===== src/common/chip_cfg_pkg.sv =====
// Shared types and constants for the chip mode and security configuration.
// Assumes one 20 MHz system clock and an active-low asynchronous reset.
package chip_cfg_pkg;

   // Operating modes, coded as {high, mid, low} strap levels
   typedef enum logic [2:0] {
      MODE_SPECIAL_SINGLE = 3'h0,
      MODE_EMUL_NARROW    = 3'h1,
      MODE_SPECIAL_TEST   = 3'h2,
      MODE_EMUL_WIDE      = 3'h3,
      MODE_NORMAL_SINGLE  = 3'h4,
      MODE_NORMAL_NARROW  = 3'h5,
      MODE_PERIPHERAL     = 3'h6,
      MODE_NORMAL_WIDE    = 3'h7
   } op_mode_t;

   // Strap levels as they come off the pins
   typedef struct packed {
      logic mode_high;
      logic mode_mid;
      logic mode_low;
      logic flash_vis;
      logic osc_sel;
   } strap_t;

   localparam int     STRAP_W        = 5;
   localparam strap_t STRAP_RESET    = 5'h00;
   // Edges after release before the filtered straps are trusted
   localparam logic [2:0] CAPTURE_CYCLES = 3'h4;

   typedef enum logic [1:0] {
      CAP_WAIT = 2'h0,
      CAP_DONE = 2'h1
   } cap_state_t;

   typedef enum logic [1:0] {
      PWR_RUN   = 2'h0,
      PWR_WAIT  = 2'h1,
      PWR_STOP  = 2'h2,
      PWR_PSTOP = 2'h3
   } pwr_state_t;

   // Clock gates handed to the clock generator
   typedef struct packed {
      logic osc_run;
      logic core_clk;
      logic periph_clk;
      logic tick_clk;
      logic wdog_clk;
      logic cpu_hold;
   } clk_gate_t;

   localparam clk_gate_t GATE_RUN   = 6'h3E;
   localparam clk_gate_t GATE_WAIT  = 6'h2F;
   localparam clk_gate_t GATE_STOP  = 6'h01;
   localparam clk_gate_t GATE_PSTOP = 6'h21;

   // Modes that drive the external bus
   function automatic logic is_expanded(input op_mode_t m);
      is_expanded = (m != MODE_SPECIAL_SINGLE)
                  && (m != MODE_NORMAL_SINGLE);
   endfunction : is_expanded

endpackage : chip_cfg_pkg


===== src/rtl/strap_sync.sv =====
// Three-stage synchroniser with agreement filter for the strap pins.
// Assumes the straps are board levels, static around reset release.
`timescale 1ns/1ps
module strap_sync (
   input  wire logic                 clk_i,
   input  wire logic                 arst_n_i,
   input  wire chip_cfg_pkg::strap_t pins_i,
   output      chip_cfg_pkg::strap_t straps_o
);

   typedef struct packed {
      chip_cfg_pkg::strap_t s1;
      chip_cfg_pkg::strap_t s2;
      chip_cfg_pkg::strap_t s3;
      chip_cfg_pkg::strap_t q;
   } sync_state_t;

   sync_state_t state_reg;
   sync_state_t state_next;

   // Stage one feeds only stage two; a change counts once two and three agree
   always_comb
   begin
      state_next    = state_reg;
      state_next.s1 = pins_i;
      state_next.s2 = state_reg.s1;
      state_next.s3 = state_reg.s2;
      if (state_reg.s2 == state_reg.s3)
      begin
         state_next.q = state_reg.s3;
      end
   end

   always_ff @(posedge clk_i or negedge arst_n_i)
   begin
      if (!arst_n_i)
      begin
         state_reg <= {4{chip_cfg_pkg::STRAP_RESET}};
      end
      else
      begin
         state_reg <= state_next;
      end
   end

   assign straps_o = state_reg.q;

endmodule : strap_sync


===== src/rtl/power_modes.sv =====
// Low-power state machine: run, wait, full stop and pseudo-stop.
// Assumes stop and wait requests are one-cycle pulses from the core.
`timescale 1ns/1ps
module power_modes (
   input  wire logic                     clk_i,
   input  wire logic                     arst_n_i,
   input  wire logic                     stop_exec_i,
   input  wire logic                     wait_exec_i,
   input  wire logic                     pseudo_stop_en_i,
   input  wire logic                     tick_keep_i,
   input  wire logic                     wdog_keep_i,
   input  wire logic                     ext_irq_i,
   input  wire logic                     tick_irq_i,
   input  wire logic                     any_irq_i,
   output      chip_cfg_pkg::pwr_state_t pwr_state_o,
   output      chip_cfg_pkg::clk_gate_t  gate_o
);

   typedef struct packed {
      chip_cfg_pkg::pwr_state_t st;
      chip_cfg_pkg::clk_gate_t  g;
   } pwr_reg_t;

   pwr_reg_t state_reg;
   pwr_reg_t state_next;

   // Wake from stop is modelled synchronously; real silicon wakes the
   // oscillator asynchronously before this logic sees a clock again
   always_comb
   begin
      state_next = state_reg;
      case (state_reg.st)
         chip_cfg_pkg::PWR_RUN:
         begin
            if (stop_exec_i)
            begin
               state_next.st = pseudo_stop_en_i ? chip_cfg_pkg::PWR_PSTOP
                                                : chip_cfg_pkg::PWR_STOP;
            end
            else if (wait_exec_i)
            begin
               state_next.st = chip_cfg_pkg::PWR_WAIT;
            end
         end
         chip_cfg_pkg::PWR_WAIT:
         begin
            if (any_irq_i)
            begin
               state_next.st = chip_cfg_pkg::PWR_RUN;
            end
         end
         chip_cfg_pkg::PWR_STOP:
         begin
            if (ext_irq_i)
            begin
               state_next.st = chip_cfg_pkg::PWR_RUN;
            end
         end
         chip_cfg_pkg::PWR_PSTOP:
         begin
            if (ext_irq_i || tick_irq_i)
            begin
               state_next.st = chip_cfg_pkg::PWR_RUN;
            end
         end
         default:
         begin
            state_next.st = chip_cfg_pkg::PWR_RUN;
         end
      endcase
      // Gates follow the next state so they change with it
      case (state_next.st)
         chip_cfg_pkg::PWR_WAIT:  state_next.g = chip_cfg_pkg::GATE_WAIT;
         chip_cfg_pkg::PWR_STOP:  state_next.g = chip_cfg_pkg::GATE_STOP;
         chip_cfg_pkg::PWR_PSTOP:
         begin
            state_next.g          = chip_cfg_pkg::GATE_PSTOP;
            state_next.g.tick_clk = tick_keep_i;
            state_next.g.wdog_clk = wdog_keep_i;
         end
         default:                 state_next.g = chip_cfg_pkg::GATE_RUN;
      endcase
   end

   always_ff @(posedge clk_i or negedge arst_n_i)
   begin
      if (!arst_n_i)
      begin
         state_reg.st <= chip_cfg_pkg::PWR_RUN;
         state_reg.g  <= chip_cfg_pkg::GATE_RUN;
      end
      else
      begin
         state_reg <= state_next;
      end
   end

   assign pwr_state_o = state_reg.st;
   assign gate_o      = state_reg.g;
endmodule : power_modes


===== src/rtl/chip_mode_config.sv =====
// Chip mode, flash visibility, oscillator and security configuration.
// Assumes strap pins are asynchronous board levels and all other inputs
// come from logic on clk_i; security input mirrors the flash NV bits.
// Function
// - Mode straps are captured at reset release and report active mode.
// - Flash-visibility strap is captured at release through mode mapping.
// - Flash visible bit one maps internal flash; zero removes it.
// - All straps low: special single chip, debug active, flash visible.
// - Other modes allow debug, inactive until activation command.
// - Strap 001 is emulation narrow; flash visible is inverse strap.
// - Strap 010 is special test wide; flash never visible.
// - Strap 011 is emulation wide; flash visible is inverse strap.
// - Strap 100 is normal single chip; flash always visible.
// - Strap 101 is normal narrow; flash visible equals strap.
// - Strap 111 is normal wide; flash visible equals strap.
// - Oscillator strap one picks Colpitts, zero Pierce or external clock.
// - Software mode writes allow only a restricted set of changes.
// - Secured normal single chip works normally but refuses debug.
// - Secured expanded mode hides internal flash and refuses debug.
// - Security comes from nonvolatile bits, held across every reset.
// - Unsecuring needs flash erase or the backdoor key path.
// - Reset before reprogramming security bits returns secured state.
// - Full stop halts all clocks; exits on reset or external interrupt.
// - Pseudo-stop keeps oscillator, optional tick and watchdog.
// - Wait halts the core with static buses; peripherals stay clocked.
`timescale 1ns/1ps
module chip_mode_config (
   input  wire logic                     clk_i,
   input  wire logic                     arst_n_i,
   input  wire logic                     mode_strap_high_i,
   input  wire logic                     mode_strap_mid_i,
   input  wire logic                     mode_strap_low_i,
   input  wire logic                     flash_visible_strap_i,
   input  wire logic                     oscillator_select_strap_i,
   input  wire logic                     secure_nv_i,
   input  wire logic                     flash_blank_i,
   input  wire logic                     backdoor_key_ok_i,
   input  wire logic                     mode_wr_i,
   input  wire chip_cfg_pkg::op_mode_t   mode_wr_data_i,
   input  wire logic                     debug_activate_i,
   input  wire logic                     debug_req_i,
   input  wire logic                     stop_exec_i,
   input  wire logic                     wait_exec_i,
   input  wire logic                     pseudo_stop_en_i,
   input  wire logic                     tick_keep_i,
   input  wire logic                     wdog_keep_i,
   input  wire logic                     ext_irq_i,
   input  wire logic                     tick_irq_i,
   input  wire logic                     any_irq_i,
   output      logic                     config_valid_o,
   output      chip_cfg_pkg::op_mode_t   op_mode_o,
   output      logic                     flash_visible_bit_o,
   output      logic                     flash_map_en_o,
   output      logic                     osc_colpitts_o,
   output      logic                     secured_o,
   output      logic                     debug_allowed_o,
   output      logic                     debug_active_o,
   output      logic                     debug_grant_o,
   output      logic                     debug_refuse_o,
   output      logic                     mode_wr_err_o,
   output      chip_cfg_pkg::pwr_state_t pwr_state_o,
   output      chip_cfg_pkg::clk_gate_t  clk_gate_o
);

   // Default flash visibility per mode and strap
   function automatic logic flash_default(
      input chip_cfg_pkg::op_mode_t m,
      input logic                   s
   );
      case (m)
         chip_cfg_pkg::MODE_SPECIAL_SINGLE: flash_default = 1'b1;
         chip_cfg_pkg::MODE_EMUL_NARROW:    flash_default = ~s;
         chip_cfg_pkg::MODE_SPECIAL_TEST:   flash_default = 1'b0;
         chip_cfg_pkg::MODE_EMUL_WIDE:      flash_default = ~s;
         chip_cfg_pkg::MODE_NORMAL_SINGLE:  flash_default = 1'b1;
         chip_cfg_pkg::MODE_NORMAL_NARROW:  flash_default = s;
         chip_cfg_pkg::MODE_PERIPHERAL:     flash_default = 1'b1;
         chip_cfg_pkg::MODE_NORMAL_WIDE:    flash_default = s;
         default:                           flash_default = 1'b1;
      endcase
   endfunction : flash_default

   // Special and emulation modes may go anywhere but peripheral; normal single chip may
   // only open its bus; every other running mode is locked
   function automatic logic mode_change_ok(
      input chip_cfg_pkg::op_mode_t cur,
      input chip_cfg_pkg::op_mode_t nxt
   );
      mode_change_ok = 1'b0;
      if (nxt != chip_cfg_pkg::MODE_PERIPHERAL)
      begin
         if (!cur[2])
         begin
            mode_change_ok = 1'b1;
         end
         else if (cur == chip_cfg_pkg::MODE_NORMAL_SINGLE)
         begin
            mode_change_ok = (nxt == chip_cfg_pkg::MODE_NORMAL_NARROW)
                          || (nxt == chip_cfg_pkg::MODE_NORMAL_WIDE);
         end
      end
   endfunction : mode_change_ok

   typedef struct packed {
      chip_cfg_pkg::cap_state_t cap;
      logic [2:0]               cnt;
      logic                     valid;
      chip_cfg_pkg::op_mode_t   mode;
      logic                     flash_vis;
      logic                     map_en;
      logic                     colpitts;
      logic                     secure;
      logic                     blank;
      logic                     dbg_allowed;
      logic                     dbg_active;
      logic                     dbg_grant;
      logic                     dbg_refuse;
      logic                     wr_err;
   } cfg_state_t;

   cfg_state_t             state_reg;
   cfg_state_t             state_next;
   chip_cfg_pkg::strap_t   strap_pins;
   chip_cfg_pkg::strap_t   strap_q;
   chip_cfg_pkg::op_mode_t strap_mode;
   logic                   dbg_blocked;

   // Strap pins share one synchroniser
   assign strap_pins = {mode_strap_high_i, mode_strap_mid_i,
                        mode_strap_low_i, flash_visible_strap_i,
                        oscillator_select_strap_i};

   strap_sync u_sync (
      .clk_i    (clk_i),
      .arst_n_i (arst_n_i),
      .pins_i   (strap_pins),
      .straps_o (strap_q)
   );

   assign strap_mode = chip_cfg_pkg::op_mode_t'({strap_q.mode_high,
                                                 strap_q.mode_mid,
                                                 strap_q.mode_low});

   // A blank-verified part in special single chip lets debug rewrite the
   // security bits; the security flag itself stays set until reset or the backdoor key
   assign dbg_blocked = state_reg.secure
      & ~(state_reg.blank
          & (state_reg.mode == chip_cfg_pkg::MODE_SPECIAL_SINGLE));

   // Capture after release, then run-time mode writes and debug gating
   always_comb
   begin
      state_next            = state_reg;
      state_next.dbg_grant  = 1'b0;
      state_next.dbg_refuse = 1'b0;
      state_next.wr_err     = 1'b0;
      case (state_reg.cap)
         chip_cfg_pkg::CAP_WAIT:
         begin
            state_next.cnt        = state_reg.cnt + 3'h1;
            state_next.dbg_refuse = debug_req_i;
            state_next.wr_err     = mode_wr_i;
            if (state_reg.cnt == chip_cfg_pkg::CAPTURE_CYCLES)
            begin
               state_next.cap       = chip_cfg_pkg::CAP_DONE;
               state_next.cnt       = state_reg.cnt;
               state_next.valid     = 1'b1;
               state_next.mode      = strap_mode;
               state_next.flash_vis = flash_default(strap_mode,
                                         strap_q.flash_vis);
               state_next.colpitts  = strap_q.osc_sel;
               // Security is re-read every reset
               state_next.secure    = secure_nv_i;
               state_next.blank     = flash_blank_i;
               state_next.dbg_active = (strap_mode
                  == chip_cfg_pkg::MODE_SPECIAL_SINGLE);
            end
         end
         chip_cfg_pkg::CAP_DONE:
         begin
            if (mode_wr_i)
            begin
               if (mode_change_ok(state_reg.mode, mode_wr_data_i))
               begin
                  state_next.mode = mode_wr_data_i;
               end
               else
               begin
                  state_next.wr_err = 1'b1;
               end
            end
            if (backdoor_key_ok_i)
            begin
               state_next.secure = 1'b0;
            end
            if (debug_activate_i && !dbg_blocked)
            begin
               state_next.dbg_active = 1'b1;
            end
            if (debug_req_i)
            begin
               if (state_reg.dbg_active && !dbg_blocked)
               begin
                  state_next.dbg_grant = 1'b1;
               end
               else
               begin
                  state_next.dbg_refuse = 1'b1;
               end
            end
         end
         default:
         begin
            state_next.cap = chip_cfg_pkg::CAP_WAIT;
         end
      endcase
      // Secured expanded parts run from external memory only
      state_next.map_en = state_next.valid & state_next.flash_vis
         & ~(state_next.secure
             & chip_cfg_pkg::is_expanded(state_next.mode));
      state_next.dbg_allowed = state_next.valid
         & ~(state_next.secure & ~(state_next.blank
             & (state_next.mode == chip_cfg_pkg::MODE_SPECIAL_SINGLE)));
   end

   // Constants only under reset; straps are caught later by capture
   always_ff @(posedge clk_i or negedge arst_n_i)
   begin
      if (!arst_n_i)
      begin
         state_reg      <= '0;
         state_reg.cap  <= chip_cfg_pkg::CAP_WAIT;
         state_reg.mode <= chip_cfg_pkg::MODE_SPECIAL_SINGLE;
      end
      else
      begin
         state_reg <= state_next;
      end
   end

   power_modes u_pwr (
      .clk_i            (clk_i),
      .arst_n_i         (arst_n_i),
      .stop_exec_i      (stop_exec_i),
      .wait_exec_i      (wait_exec_i),
      .pseudo_stop_en_i (pseudo_stop_en_i),
      .tick_keep_i      (tick_keep_i),
      .wdog_keep_i      (wdog_keep_i),
      .ext_irq_i        (ext_irq_i),
      .tick_irq_i       (tick_irq_i),
      .any_irq_i        (any_irq_i),
      .pwr_state_o      (pwr_state_o),
      .gate_o           (clk_gate_o)
   );

   // Outputs straight from the state register
   assign config_valid_o      = state_reg.valid;
   assign op_mode_o           = state_reg.mode;
   assign flash_visible_bit_o = state_reg.flash_vis;
   assign flash_map_en_o      = state_reg.map_en;
   assign osc_colpitts_o      = state_reg.colpitts;
   assign secured_o           = state_reg.secure;
   assign debug_allowed_o     = state_reg.dbg_allowed;
   assign debug_active_o      = state_reg.dbg_active;
   assign debug_grant_o       = state_reg.dbg_grant;
   assign debug_refuse_o      = state_reg.dbg_refuse;
   assign mode_wr_err_o       = state_reg.wr_err;
endmodule : chip_mode_config


===== config.mk =====
export PLATFORM = sky130hd
export DESIGN_NAME = chip_mode_config
export DESIGN_NICKNAME = d
export VERILOG_FILES = /design/src/common/chip_cfg_pkg.sv /design/src/rtl/strap_sync.sv /design/src/rtl/power_modes.sv /design/src/rtl/chip_mode_config.sv
export SDC_FILE = /design/constraint.sdc
export NUM_CORES = 1
export LEC_CHECK = 0
export BUFFER_PORTS_ARGS = -buffer_cell sky130_fd_sc_hd__clkbuf_2
export CAP_MARGIN = 20
export CORE_MARGIN = 5
export CORE_UTILIZATION = 52
export CTS_BUF_LIST = sky130_fd_sc_hd__clkbuf_4 sky130_fd_sc_hd__clkbuf_8 sky130_fd_sc_hd__clkbuf_16
export DETAILED_ROUTE_END_ITERATION = 8
export HOLD_SLACK_MARGIN = 0.03
export PLACE_DENSITY = 0.83
export SLEW_MARGIN = 20
export SYNTH_ARGS = -nofsm -noshare
export SYNTH_HDL_FRONTEND = slang
export SYNTH_SLANG_ARGS = --single-unit

===== constraint.sdc =====
create_clock -name clk_i -period 2.3 [get_ports clk_i]
set_clock_uncertainty 0.2 [all_clocks]
set_input_delay 0.115 -clock clk_i [delete_from_list [all_inputs] [get_ports clk_i]]
set_output_delay 0.115 -clock clk_i [all_outputs]
set_load 0.02 [all_outputs]

==> impl_metrics.toml, run 1 <==
[timing]
rsz0062_at_grt = "false"
maxClockFrequency_ghz = 0.482
slew_violations = 0
timing.hold.ws_ns = 0.0787
totalNegativeSetupSlack_ns = 0
timing.slew.headroom_pct = 63.9
period_needed_ns = 2.08
report.final.setup_viol = 0
worstMarginPinSlew_ns = 0.542
hold_viol_final = 0
final_min_period_over_clock_period_pct = 90.2

[worst_setup_path]
reg2reg_depth = 6
critical_path_end_type = "register"
critical_path.reg2reg.startpoint = "state_reg[14]"
crit-reg2reg-capture = "secured_o"
worst_path_max_delay_cell = "sky130_fd_sc_hd__dlygate4sd3_1"
crit_required_ns = 2.34
worst-endpoint-arrival_ns = 2.12
worstSetupStartpointType = "register"
timing.reg2reg.setup_slack_ns = 0.22
path_depth = 6
worstPathCellList = "inv_1, ha_1, nand2_2, a211oi_1, a21oi_1, dlygate4sd3_1"
timing.critical_path.max_delay_family = "buffers and inverters"
timing.critical_path.slowest_cell_delay_ns = 0.57
worstSetupPathType = "register to register"
path_max_fanout = 6
critical_path.n_buffers_inverters = 2

[min_path]
worst_hold_path_type = "primary input to register"
hold_path.startpoint = "stop_exec_i"
hold-path-cell-count = 4
holdPathEnd = "u_pwr.gate_o[3]"

[placed_design]
place.detailed.hpwl_mm = 2.44
place.port_buffers = 44
placed_area_sq_um = 2070
place.gp.congestion = 0.907

[detailed_routing]
detail_route.drc_violations = 0
totalWireLength_mm = 3.82
wire_per_inst_um = 14.6
detail-route-antenna-nets = 0
drt_first_iter_violations = 68
routed_via_density = 5.15
dr.pass1.iters = 4
via_count = 1343

[floorplanning]
dieArea_sq_um = 4800
core.rowCount = 21
die_width_um = 69.3
core_area_sq_um = 3360
initial_utilization_pct = 54.3
num_io_pins = 45
fp.dieH_um = 69.3

[synthesis]
number_of_enable_flip_flop_cells_after_synthesis = 0
ys_seq_area_share_pct = 63.4
synth.distinct_cells = 40
synthesized_area_per_cell_sq_um = 12.8
synth.yosys.warnings = 0
synth.cell_area_sq_um = 1830
ys_async_sr_fraction_pct = 100
postSynthRegisterBits = 46
synth_flop_cell = "sky130_fd_sc_hd__dfrtp_1"
synth_cells = 143
total_nets_after_synthesis = 169

[layout]
synthToLayoutAreaGrowth_pct = 31.9
multi_input_area_sq_um = 609
seqCellArea_sq_um = 1160
fin_nets = 240
diodes = 0
finish.instance_area_sq_um = 2410
flip_flop_count_of_the_largest_register_all_copies_and_words_added = 10
drive_gt1_share_pct = 35.8
fillerInstances = 250

[grt]
track_usage_pct = 17.9
first_global_vias = 1497
grt_antenna_before_repair = 0
global_route_wire_length_before_repair_mm = 6.89
global_route.overflow_total = 0
grt_start_max_net_pins = 47

[clock_network]
numClockSinks = 46
clock_tree_from_tritoncts = "done"
cts.reportedPaths.clkPinSlew_ns = 0.12
max-clock-path-buffers = 2
htree_levels = 2
clock_latency_reported_for_the_late_side_of_the_worst_skew_pair_ns = 0.35
clock-root-buffer = "sky130_fd_sc_hd__clkbuf_4"
tritoncts_buffers = 5

[power]
leakage_nw = 1.12
pwr_density_cell_nw_per_um2 = 909
power.ir.vdd_worst_mv = 0.771

[job]
maxCapViolCount = 0

[status]
outcome = "completed"
power breakdown:
part	internal, W	leakage (nW)	switching (W)
clock network	0.000254	0.0463	0.000237
registers	0.000985	0.523	0.0000968
logic	0.000271	0.547	0.000347
tightest hold or removal path, cell delays in order:
cell	delay, ns
sky130_fd_sc_hd__clkbuf_2	0.11
sky130_fd_sc_hd__nor2_1	0.13
sky130_fd_sc_hd__a211oi_1	0.08
sky130_fd_sc_hd__nor2_2	0.15
worst max-delay path by stage:
stage	start	slack [ns]	end
CTS	u_pwr.pwr_state_o[1]	0.02	u_pwr.gate_o[4]
detailed placement	state_reg[14]	0.36	debug_allowed_o
floorplan	state_reg[14]	0.53	debug_allowed_o
finish	state_reg[14]	0.22	secured_o
global placement	state_reg[14]	0.46	debug_allowed_o
global route	state_reg[14]	0.11	secured_o
through the flow:
| step | setup slack, ns | total power [W] | std cells | utilization (%) |
|---|---|---|---|---|
| final | 0.225 | 0.00219 | 261 | 71.6 |
| after global routing | 0.107 | 0.00232 | 261 | 71.6 |
| after CTS | 0.0154 | 0.00219 | 261 | 71.5 |
| after detailed placement | 0.361 | 0.00163 | 228 | 61.6 |
| after global placement | 0.455 | 0.00160 | 228 | 61.6 |
| after floorplan | 0.533 | 0.00146 | 143 | - |
placed cells by master, fill, tap and decap left out, drive strengths merged, types with 4 or more instances in the layout:
master       count
clkbuf          51
o21ai            6
nor2             5
dfrtp           41
inv              7
dfstp            5
nand2           10
dlygate4sd3     24
mux2             7
a21oi            8
xnor2            6
mux2i            4
cell families (layout without fill, tap and decap cells):
kind of cell	count (synthesis)	in the layout	share of synthesized area [%]
simple gates	33	33	10.2
fa+ha+maj	2	2	1.37
flops	46	46	63.4
xor+xnor	8	8	3.84
compound gates	30	30	11.0
buf+inv	13	85	3.63
mux	11	11	6.51
synth_stat cells (all sizes together) (3+ instances only):
cell / n / area (sq um)
a211oi: 3 / 22.5
a21oi: 8 / 40.0
and3: 3 / 21.3
buf: 6 / 40.0
dfrtp: 41 / 1030
dfstp: 5 / 131
inv: 7 / 26.3
mux2: 7 / 78.8
mux2i: 4 / 40.0
nand2: 10 / 40.0
nor2: 5 / 18.8
o21ai: 6 / 30.0
o31ai: 3 / 22.5
or2: 3 / 18.8
xnor2: 6 / 52.6
cell type report:
class,instances,share of cell area (%)
flip-flops and latches,46,48.1
multi-input cells,84,25.3
repair buffers,70,19.7
well taps,46,2.39
clock buffers,7,2.18
clock inverters,1,1.25
inverters,7,1.09
timing repair:
action | in CTS | in global routing
resized for setup | 0 | 2
endpoints found under the setup margin | 0 | 3
hold buffers | 25 | 0
setup buffers | 0 | 1
endpoints found under the hold margin | 66 | 0
per-layer routing:
metal | track usage (%) | wire length [um] | vias to the layer above
li1 | - | - | 638
met1 | 19.5 | 1500 | 641
met2 | 31.6 | 1980 | 55
met3 | 6.67 | 270 | 9
met4 | 6.51 | 70 | 0
met5 | 0 | 0 | -
Power figures use the tool's default switching activity.
==> inputs of run 2 (changes only) <==
--- a/config.mk
+++ b/config.mk
@@ -8,11 +8,11 @@
 export BUFFER_PORTS_ARGS = -buffer_cell sky130_fd_sc_hd__clkbuf_2
 export CAP_MARGIN = 20
 export CORE_MARGIN = 5
-export CORE_UTILIZATION = 52
+export CORE_UTILIZATION = 55
 export CTS_BUF_LIST = sky130_fd_sc_hd__clkbuf_4 sky130_fd_sc_hd__clkbuf_8 sky130_fd_sc_hd__clkbuf_16
 export DETAILED_ROUTE_END_ITERATION = 8
 export HOLD_SLACK_MARGIN = 0.03
-export PLACE_DENSITY = 0.83
+export PLACE_DENSITY = 0.87
 export SLEW_MARGIN = 20
 export SYNTH_ARGS = -nofsm -noshare
 export SYNTH_HDL_FRONTEND = slang
==> constraint.sdc (replaced) <==
create_clock -name clk_i -period 2.4 [get_ports clk_i]
set_clock_uncertainty 0.2 [all_clocks]
set_input_delay 0.12 -clock clk_i [delete_from_list [all_inputs] [get_ports clk_i]]
set_output_delay 0.12 -clock clk_i [all_outputs]
set_load 0.02 [all_outputs]
==> impl_metrics.toml, run 2 (synthesis results as in run 1) <==
[status]
outcome = "completed"

[timing]
timing.slew.headroom_pct = 60.1
report.final.setup_viol = 0
hold_viol_final = 0
worstMarginPinSlew_ns = 0.594
period_needed_ns = 2.27
totalNegativeSetupSlack_ns = 0
final_min_period_over_clock_period_pct = 94.5
rsz0062_at_grt = "false"
maxClockFrequency_ghz = 0.441
slew_violations = 0

[min_path]
worst_hold_path_type = "primary input to register"

[worst_setup_path]
cp-endpoint = "u_pwr.gate_o[3]"
reg2reg_depth = 4
worst_path_max_delay_cell = "sky130_fd_sc_hd__dlygate4sd3_1"
worst_setup_path_startpoint = "u_pwr.pwr_state_o[1]"
worst-endpoint-arrival_ns = 2.35
crit-reg2reg-capture = "u_pwr.gate_o[3]"
timing.critical_path.max_delay_family = "buffers and inverters"
crit_required_ns = 2.49
timing.reg2reg.setup_slack_ns = 0.13
path_max_fanout = 6
critical-path-top-cell-by-count = "sky130_fd_sc_hd__dlygate4sd3_1"
critical_path.n_buffers_inverters = 2
timing.critical_path.slowest_cell_delay_ns = 0.59
path_depth = 4
worstSetupPathType = "register to register"
worstSetupStartpointType = "register"
worstPathCellList = "nor3b_1, dlygate4sd3_1, nor2_1, dlygate4sd3_1"
critical_path_end_type = "register"
critical_path.reg2reg.startpoint = "u_pwr.pwr_state_o[1]"

[detailed_routing]
drt_first_iter_violations = 51
wire_per_inst_um = 14.2
dr.pass1.iters = 5
totalWireLength_mm = 3.67
routed_via_density = 5.09
via_count = 1318
detail_route.drc_violations = 0
detail-route-antenna-nets = 0

[grt]
grt_antenna_before_repair = 0
grt_start_max_net_pins = 47
track_usage_pct = 18.3
first_global_vias = 1396
global_route.overflow_total = 0
global_route_wire_length_before_repair_mm = 6.22

[layout]
seqCellArea_sq_um = 1160
commonest_non_fill_non_tap_cell_in_the_layout = "sky130_fd_sc_hd__clkbuf_2"
core_utilization_of_the_finished_layout_pct = 71.8
multi_input_area_sq_um = 602
drive_gt1_share_pct = 34.7
fin_nets = 238
flip_flop_count_of_the_largest_register_all_copies_and_words_added = 10
mostFrequentLayoutCells = "sky130_fd_sc_hd__clkbuf_2 (44), sky130_fd_sc_hd__dfrtp_1 (41), sky130_fd_sc_hd__dlygate4sd3_1 (23)"
synthToLayoutAreaGrowth_pct = 29.3
diodes = 0
fillerInstances = 229

[clock_network]
cts.reportedPaths.clkPinSlew_ns = 0.12
htree_levels = 2
clock_latency_reported_for_the_late_side_of_the_worst_skew_pair_ns = 0.34
max-clock-path-buffers = 2
postCtsSetupRepairBufs = 0
clock_tree_from_tritoncts = "done"
numClockSinks = 46
clock-root-buffer = "sky130_fd_sc_hd__clkbuf_4"
tritoncts_buffers = 5

[floorplanning]
core_area_sq_um = 3280
die_width_um = 67.6
num_io_pins = 45
core.rowCount = 21
dieArea_sq_um = 4570
initial_utilization_pct = 55.6
fp.dieH_um = 67.6

[placed_design]
place.gp.congestion = 0.928
place.port_buffers = 44
place.detailed.hpwl_mm = 2.56

[power]
leakage_nw = 1.10
pwr_density_cell_nw_per_um2 = 834
power.ir.vdd_worst_mv = 0.573

[job]
maxCapViolCount = 0
-- run 2: cell count changes in the layout (fill, tap and decap cells not counted), sizes merged --
cell         change
clkbuf           -1
dlygate4sd3      -1
buf              -1
clkinv           +2
bufinv           -1
-- run 2: how the worst min path moves through the flow --
stage,startpoint,depth (start not counted),end
final,mode_wr_data_i[2],5,op_mode_o[2]
after global routing,mode_wr_data_i[0],4,op_mode_o[0]
after CTS,mode_wr_data_i[0],4,op_mode_o[0]
after detailed placement,arst_n_i,2,debug_grant_o
after global placement,arst_n_i,2,debug_grant_o
after floorplan,arst_n_i,0,config_valid_o
-- run 2: tightest hold or removal path: cells and delay by family --
family,cells,cell delay [ns]
compound gates,3,0.30
simple gates,1,0.06
buf+inv,1,0.11
-- run 2: report_power, final --
group	internal [W]	switching (W)
Combinational	0.000237	0.000323
Clock	0.000127	0.000230
Sequential	0.000944	0.000108
Total	0.00131	0.000660
-- run 2: routing by layer --
metal	track usage (%)	vias to the layer above	part of all wire (%)
li1	-	631	-
met1	21.1	627	40
met2	32.3	54	52
met3	5.82	6	7.3
met4	5.57	0	1.0
met5	0	-	0
-- run 2: final cells by class --
class / count / area share (%)
Multi-Input combinational cell: 84 / 25.5
Timing Repair Buffer: 68 / 19.4
Clock inverter: 2 / 0.583
Sequential cell: 46 / 49.0
Inverter: 7 / 1.11
Tap cell: 46 / 2.44
Clock buffer: 6 / 1.91
-- run 2: timing repair --
item	CTS	global route
hold buffers	23	0
gates resized for setup	0	0
endpoints found under the hold margin	64	0
-- run 2: stage by stage --
step | area [sq um] | std cells | setup WS [ns] | power [W] | hold slack [ns]
after floorplan | 1830 | 143 | 0.633 | 0.00140 | -0.376
after global placement | 2070 | 228 | 0.556 | 0.00154 | 0.0189
after detailed placement | 2070 | 228 | 0.473 | 0.00157 | 0.0297
after CTS | 2360 | 259 | 0.168 | 0.00198 | 0.0612
after global routing | 2360 | 259 | 0.0535 | 0.00210 | 0.101
final | 2360 | 259 | 0.133 | 0.00197 | 0.0829
==> inputs of run 3 (changes only) <==
--- a/config.mk
+++ b/config.mk
@@ -13,6 +13,7 @@
 export DETAILED_ROUTE_END_ITERATION = 8
 export HOLD_SLACK_MARGIN = 0.03
 export PLACE_DENSITY = 0.87
+export REMOVE_ABC_BUFFERS = 1
 export SLEW_MARGIN = 20
 export SYNTH_ARGS = -nofsm -noshare
 export SYNTH_HDL_FRONTEND = slang
==> constraint.sdc (replaced) <==
create_clock -name clk_i -period 2.4 [get_ports clk_i]
set_clock_uncertainty 0.2 [all_clocks]
set_input_delay 0.48 -clock clk_i [delete_from_list [all_inputs] [get_ports clk_i]]
set_output_delay 0.48 -clock clk_i [all_outputs]
set_load 0.02 [all_outputs]
==> impl_metrics.toml, run 3 (synthesis results as in run 1) <==
[status]
outcome = "completed"

[worst_setup_path]
timing.critical_path.slowest_cell_delay_ns = 0.41
worstPathCellList = "inv_1, ha_1, and3b_1, mux2_1, o2111ai_1, o31ai_1"
worst_setup_path_startpoint = "state_reg[14]"
timing.critical_path.max_delay_family = "flip-flops"
cp-endpoint = "debug_allowed_o"
crit_required_ns = 2.44
crit-reg2reg-capture = "debug_allowed_o"
worst-endpoint-arrival_ns = 2.00
critical_path.reg2reg.startpoint = "state_reg[14]"
critical_path.n_buffers_inverters = 1
reg2reg_depth = 6
worst_path_max_delay_cell = "sky130_fd_sc_hd__dfrtp_1"
worstSetupPathType = "register to register"
worstSetupStartpointType = "register"
path_max_fanout = 7
critical_path_end_type = "register"
path_depth = 6
timing.reg2reg.setup_slack_ns = 0.44

[floorplanning]
initial_utilization_pct = 55.6
die_width_um = 67.6
num_io_pins = 45
core.rowCount = 21
dieArea_sq_um = 4570
fp.dieH_um = 67.6
core_area_sq_um = 3280

[clock_network]
clock_tree_from_tritoncts = "done"
htree_levels = 2
tritoncts_buffers = 5
postCtsSetupRepairBufs = 0
max-clock-path-buffers = 2
clock-root-buffer = "sky130_fd_sc_hd__clkbuf_4"
cts.reportedPaths.clkPinSlew_ns = 0.12
numClockSinks = 46
clock_latency_reported_for_the_late_side_of_the_worst_skew_pair_ns = 0.35

[layout]
diodes = 0
flip_flop_count_of_the_largest_register_all_copies_and_words_added = 10
fillerInstances = 243
fin_nets = 221
commonest_non_fill_non_tap_cell_in_the_layout = "sky130_fd_sc_hd__clkbuf_2"
finish.instance_area_sq_um = 2230
drive_gt1_share_pct = 37.8
mostFrequentLayoutCells = "sky130_fd_sc_hd__clkbuf_2 (44), sky130_fd_sc_hd__dfrtp_1 (41), sky130_fd_sc_hd__nand2_1 (9)"
synthToLayoutAreaGrowth_pct = 22.3

[power]
leakage_nw = 1.04
power.ir.vdd_worst_mv = 0.598
pwr_density_cell_nw_per_um2 = 914

[grt]
grt_start_max_net_pins = 28
first_global_vias = 1286
global_route_wire_length_before_repair_mm = 5.64
global_route.overflow_total = 0
grt_antenna_before_repair = 0
track_usage_pct = 16.6

[timing]
slew_violations = 0
final_min_period_over_clock_period_pct = 81.7
timing.hold.ws_ns = 0.0986
rsz0062_at_grt = "false"
layout_setup_ws_ns = 0.438
period_needed_ns = 1.96
hold_viol_final = 0
totalNegativeSetupSlack_ns = 0
timing.slew.headroom_pct = 64.5
worstMarginPinSlew_ns = 0.528
maxClockFrequency_ghz = 0.510
report.final.setup_viol = 0

[placed_design]
placed_area_sq_um = 2080
post-place-ws_ns = 0.471
place.port_buffers = 44
place.detailed.hpwl_mm = 2.55
place.gp.congestion = 0.925

[detailed_routing]
detail-route-antenna-nets = 0
totalWireLength_mm = 3.33
drt_first_iter_violations = 46
dr.pass1.iters = 4
wire_per_inst_um = 13.8
routed_via_density = 5.15
via_count = 1247
detail_route.drc_violations = 0

[min_path]
worst_hold_path_type = "primary input to register"

[job]
maxCapViolCount = 0
-- run 3: cell types whose count changed in the layout (fill, tap and decap cells not counted) --
cell,before,now
sky130_fd_sc_hd__bufinv_16,0,1
sky130_fd_sc_hd__buf_12,0,1
sky130_fd_sc_hd__clkinv_2,1,0
sky130_fd_sc_hd__clkinv_4,1,0
sky130_fd_sc_hd__buf_4,1,0
sky130_fd_sc_hd__clkbuf_8,0,1
sky130_fd_sc_hd__dlygate4sd3_1,23,6
-- run 3: where the power goes --
part           switching [W]  leakage [nW]  total (W)  internal, W
Clock               0.000226        0.0489   0.000486     0.000260
Sequential          0.000102         0.523    0.00105     0.000944
Combinational       0.000302         0.467   0.000509     0.000207
Total               0.000630          1.04    0.00204      0.00141
-- run 3: worst min-delay path by stage --
stage	from	endpoint	cells past startpoint
5_1_grt	wdog_keep_i	u_pwr.gate_o[1]	3
3_5_place_dp	u_sync.state_next[14]	u_sync.state_next[9]	0
2_1_floorplan	arst_n_i	config_valid_o	0
4_1_cts	wdog_keep_i	u_pwr.gate_o[1]	3
3_3_place_gp	u_sync.state_next[10]	u_sync.state_next[5]	0
6_report	wdog_keep_i	u_pwr.gate_o[1]	3
-- run 3: per-stage QoR --
step	total power, W	std cells	util [%]
CTS	0.00207	242	68.0
finish	0.00204	242	68.0
global route	0.00217	242	68.0
floorplan	0.00137	137	-
detailed placement	0.00157	228	63.4
global placement	0.00153	228	63.4
-- run 3: per-layer routing --
metal	GRT usage, %	part of all wire (%)
met1	19.3	41
met2	28.1	48
met3	6.66	9.3
met4	5.32	1.7
met5	0	0
-- run 3: worst register-to-register path, cell delays in order, from the launching register on --
cell	delay, ns
sky130_fd_sc_hd__dfrtp_1	0.41
sky130_fd_sc_hd__inv_1	0.10
sky130_fd_sc_hd__ha_1	0.25
sky130_fd_sc_hd__and3b_1	0.31
sky130_fd_sc_hd__mux2_1	0.39
sky130_fd_sc_hd__o2111ai_1	0.11
sky130_fd_sc_hd__o31ai_1	0.08
-- run 3: what timing repair did --
item / in CTS / in global routing
endpoints found under the setup margin: 0 / 0
hold buffers: 6 / 0
gates resized for setup: 0 / 0
endpoints found under the hold margin: 24 / 0
-- run 3: area by class of cell --
type,instances,area [sq um],area share [%]
clock buffer,7,58.8,2.63
tap,46,57.6,2.58
timing repair buffer,51,300,13.5
multi-input combinational,84,602,27.0
inverter,7,26.3,1.18
sequential,46,1160,51.8
clock inverter,1,30.0,1.35
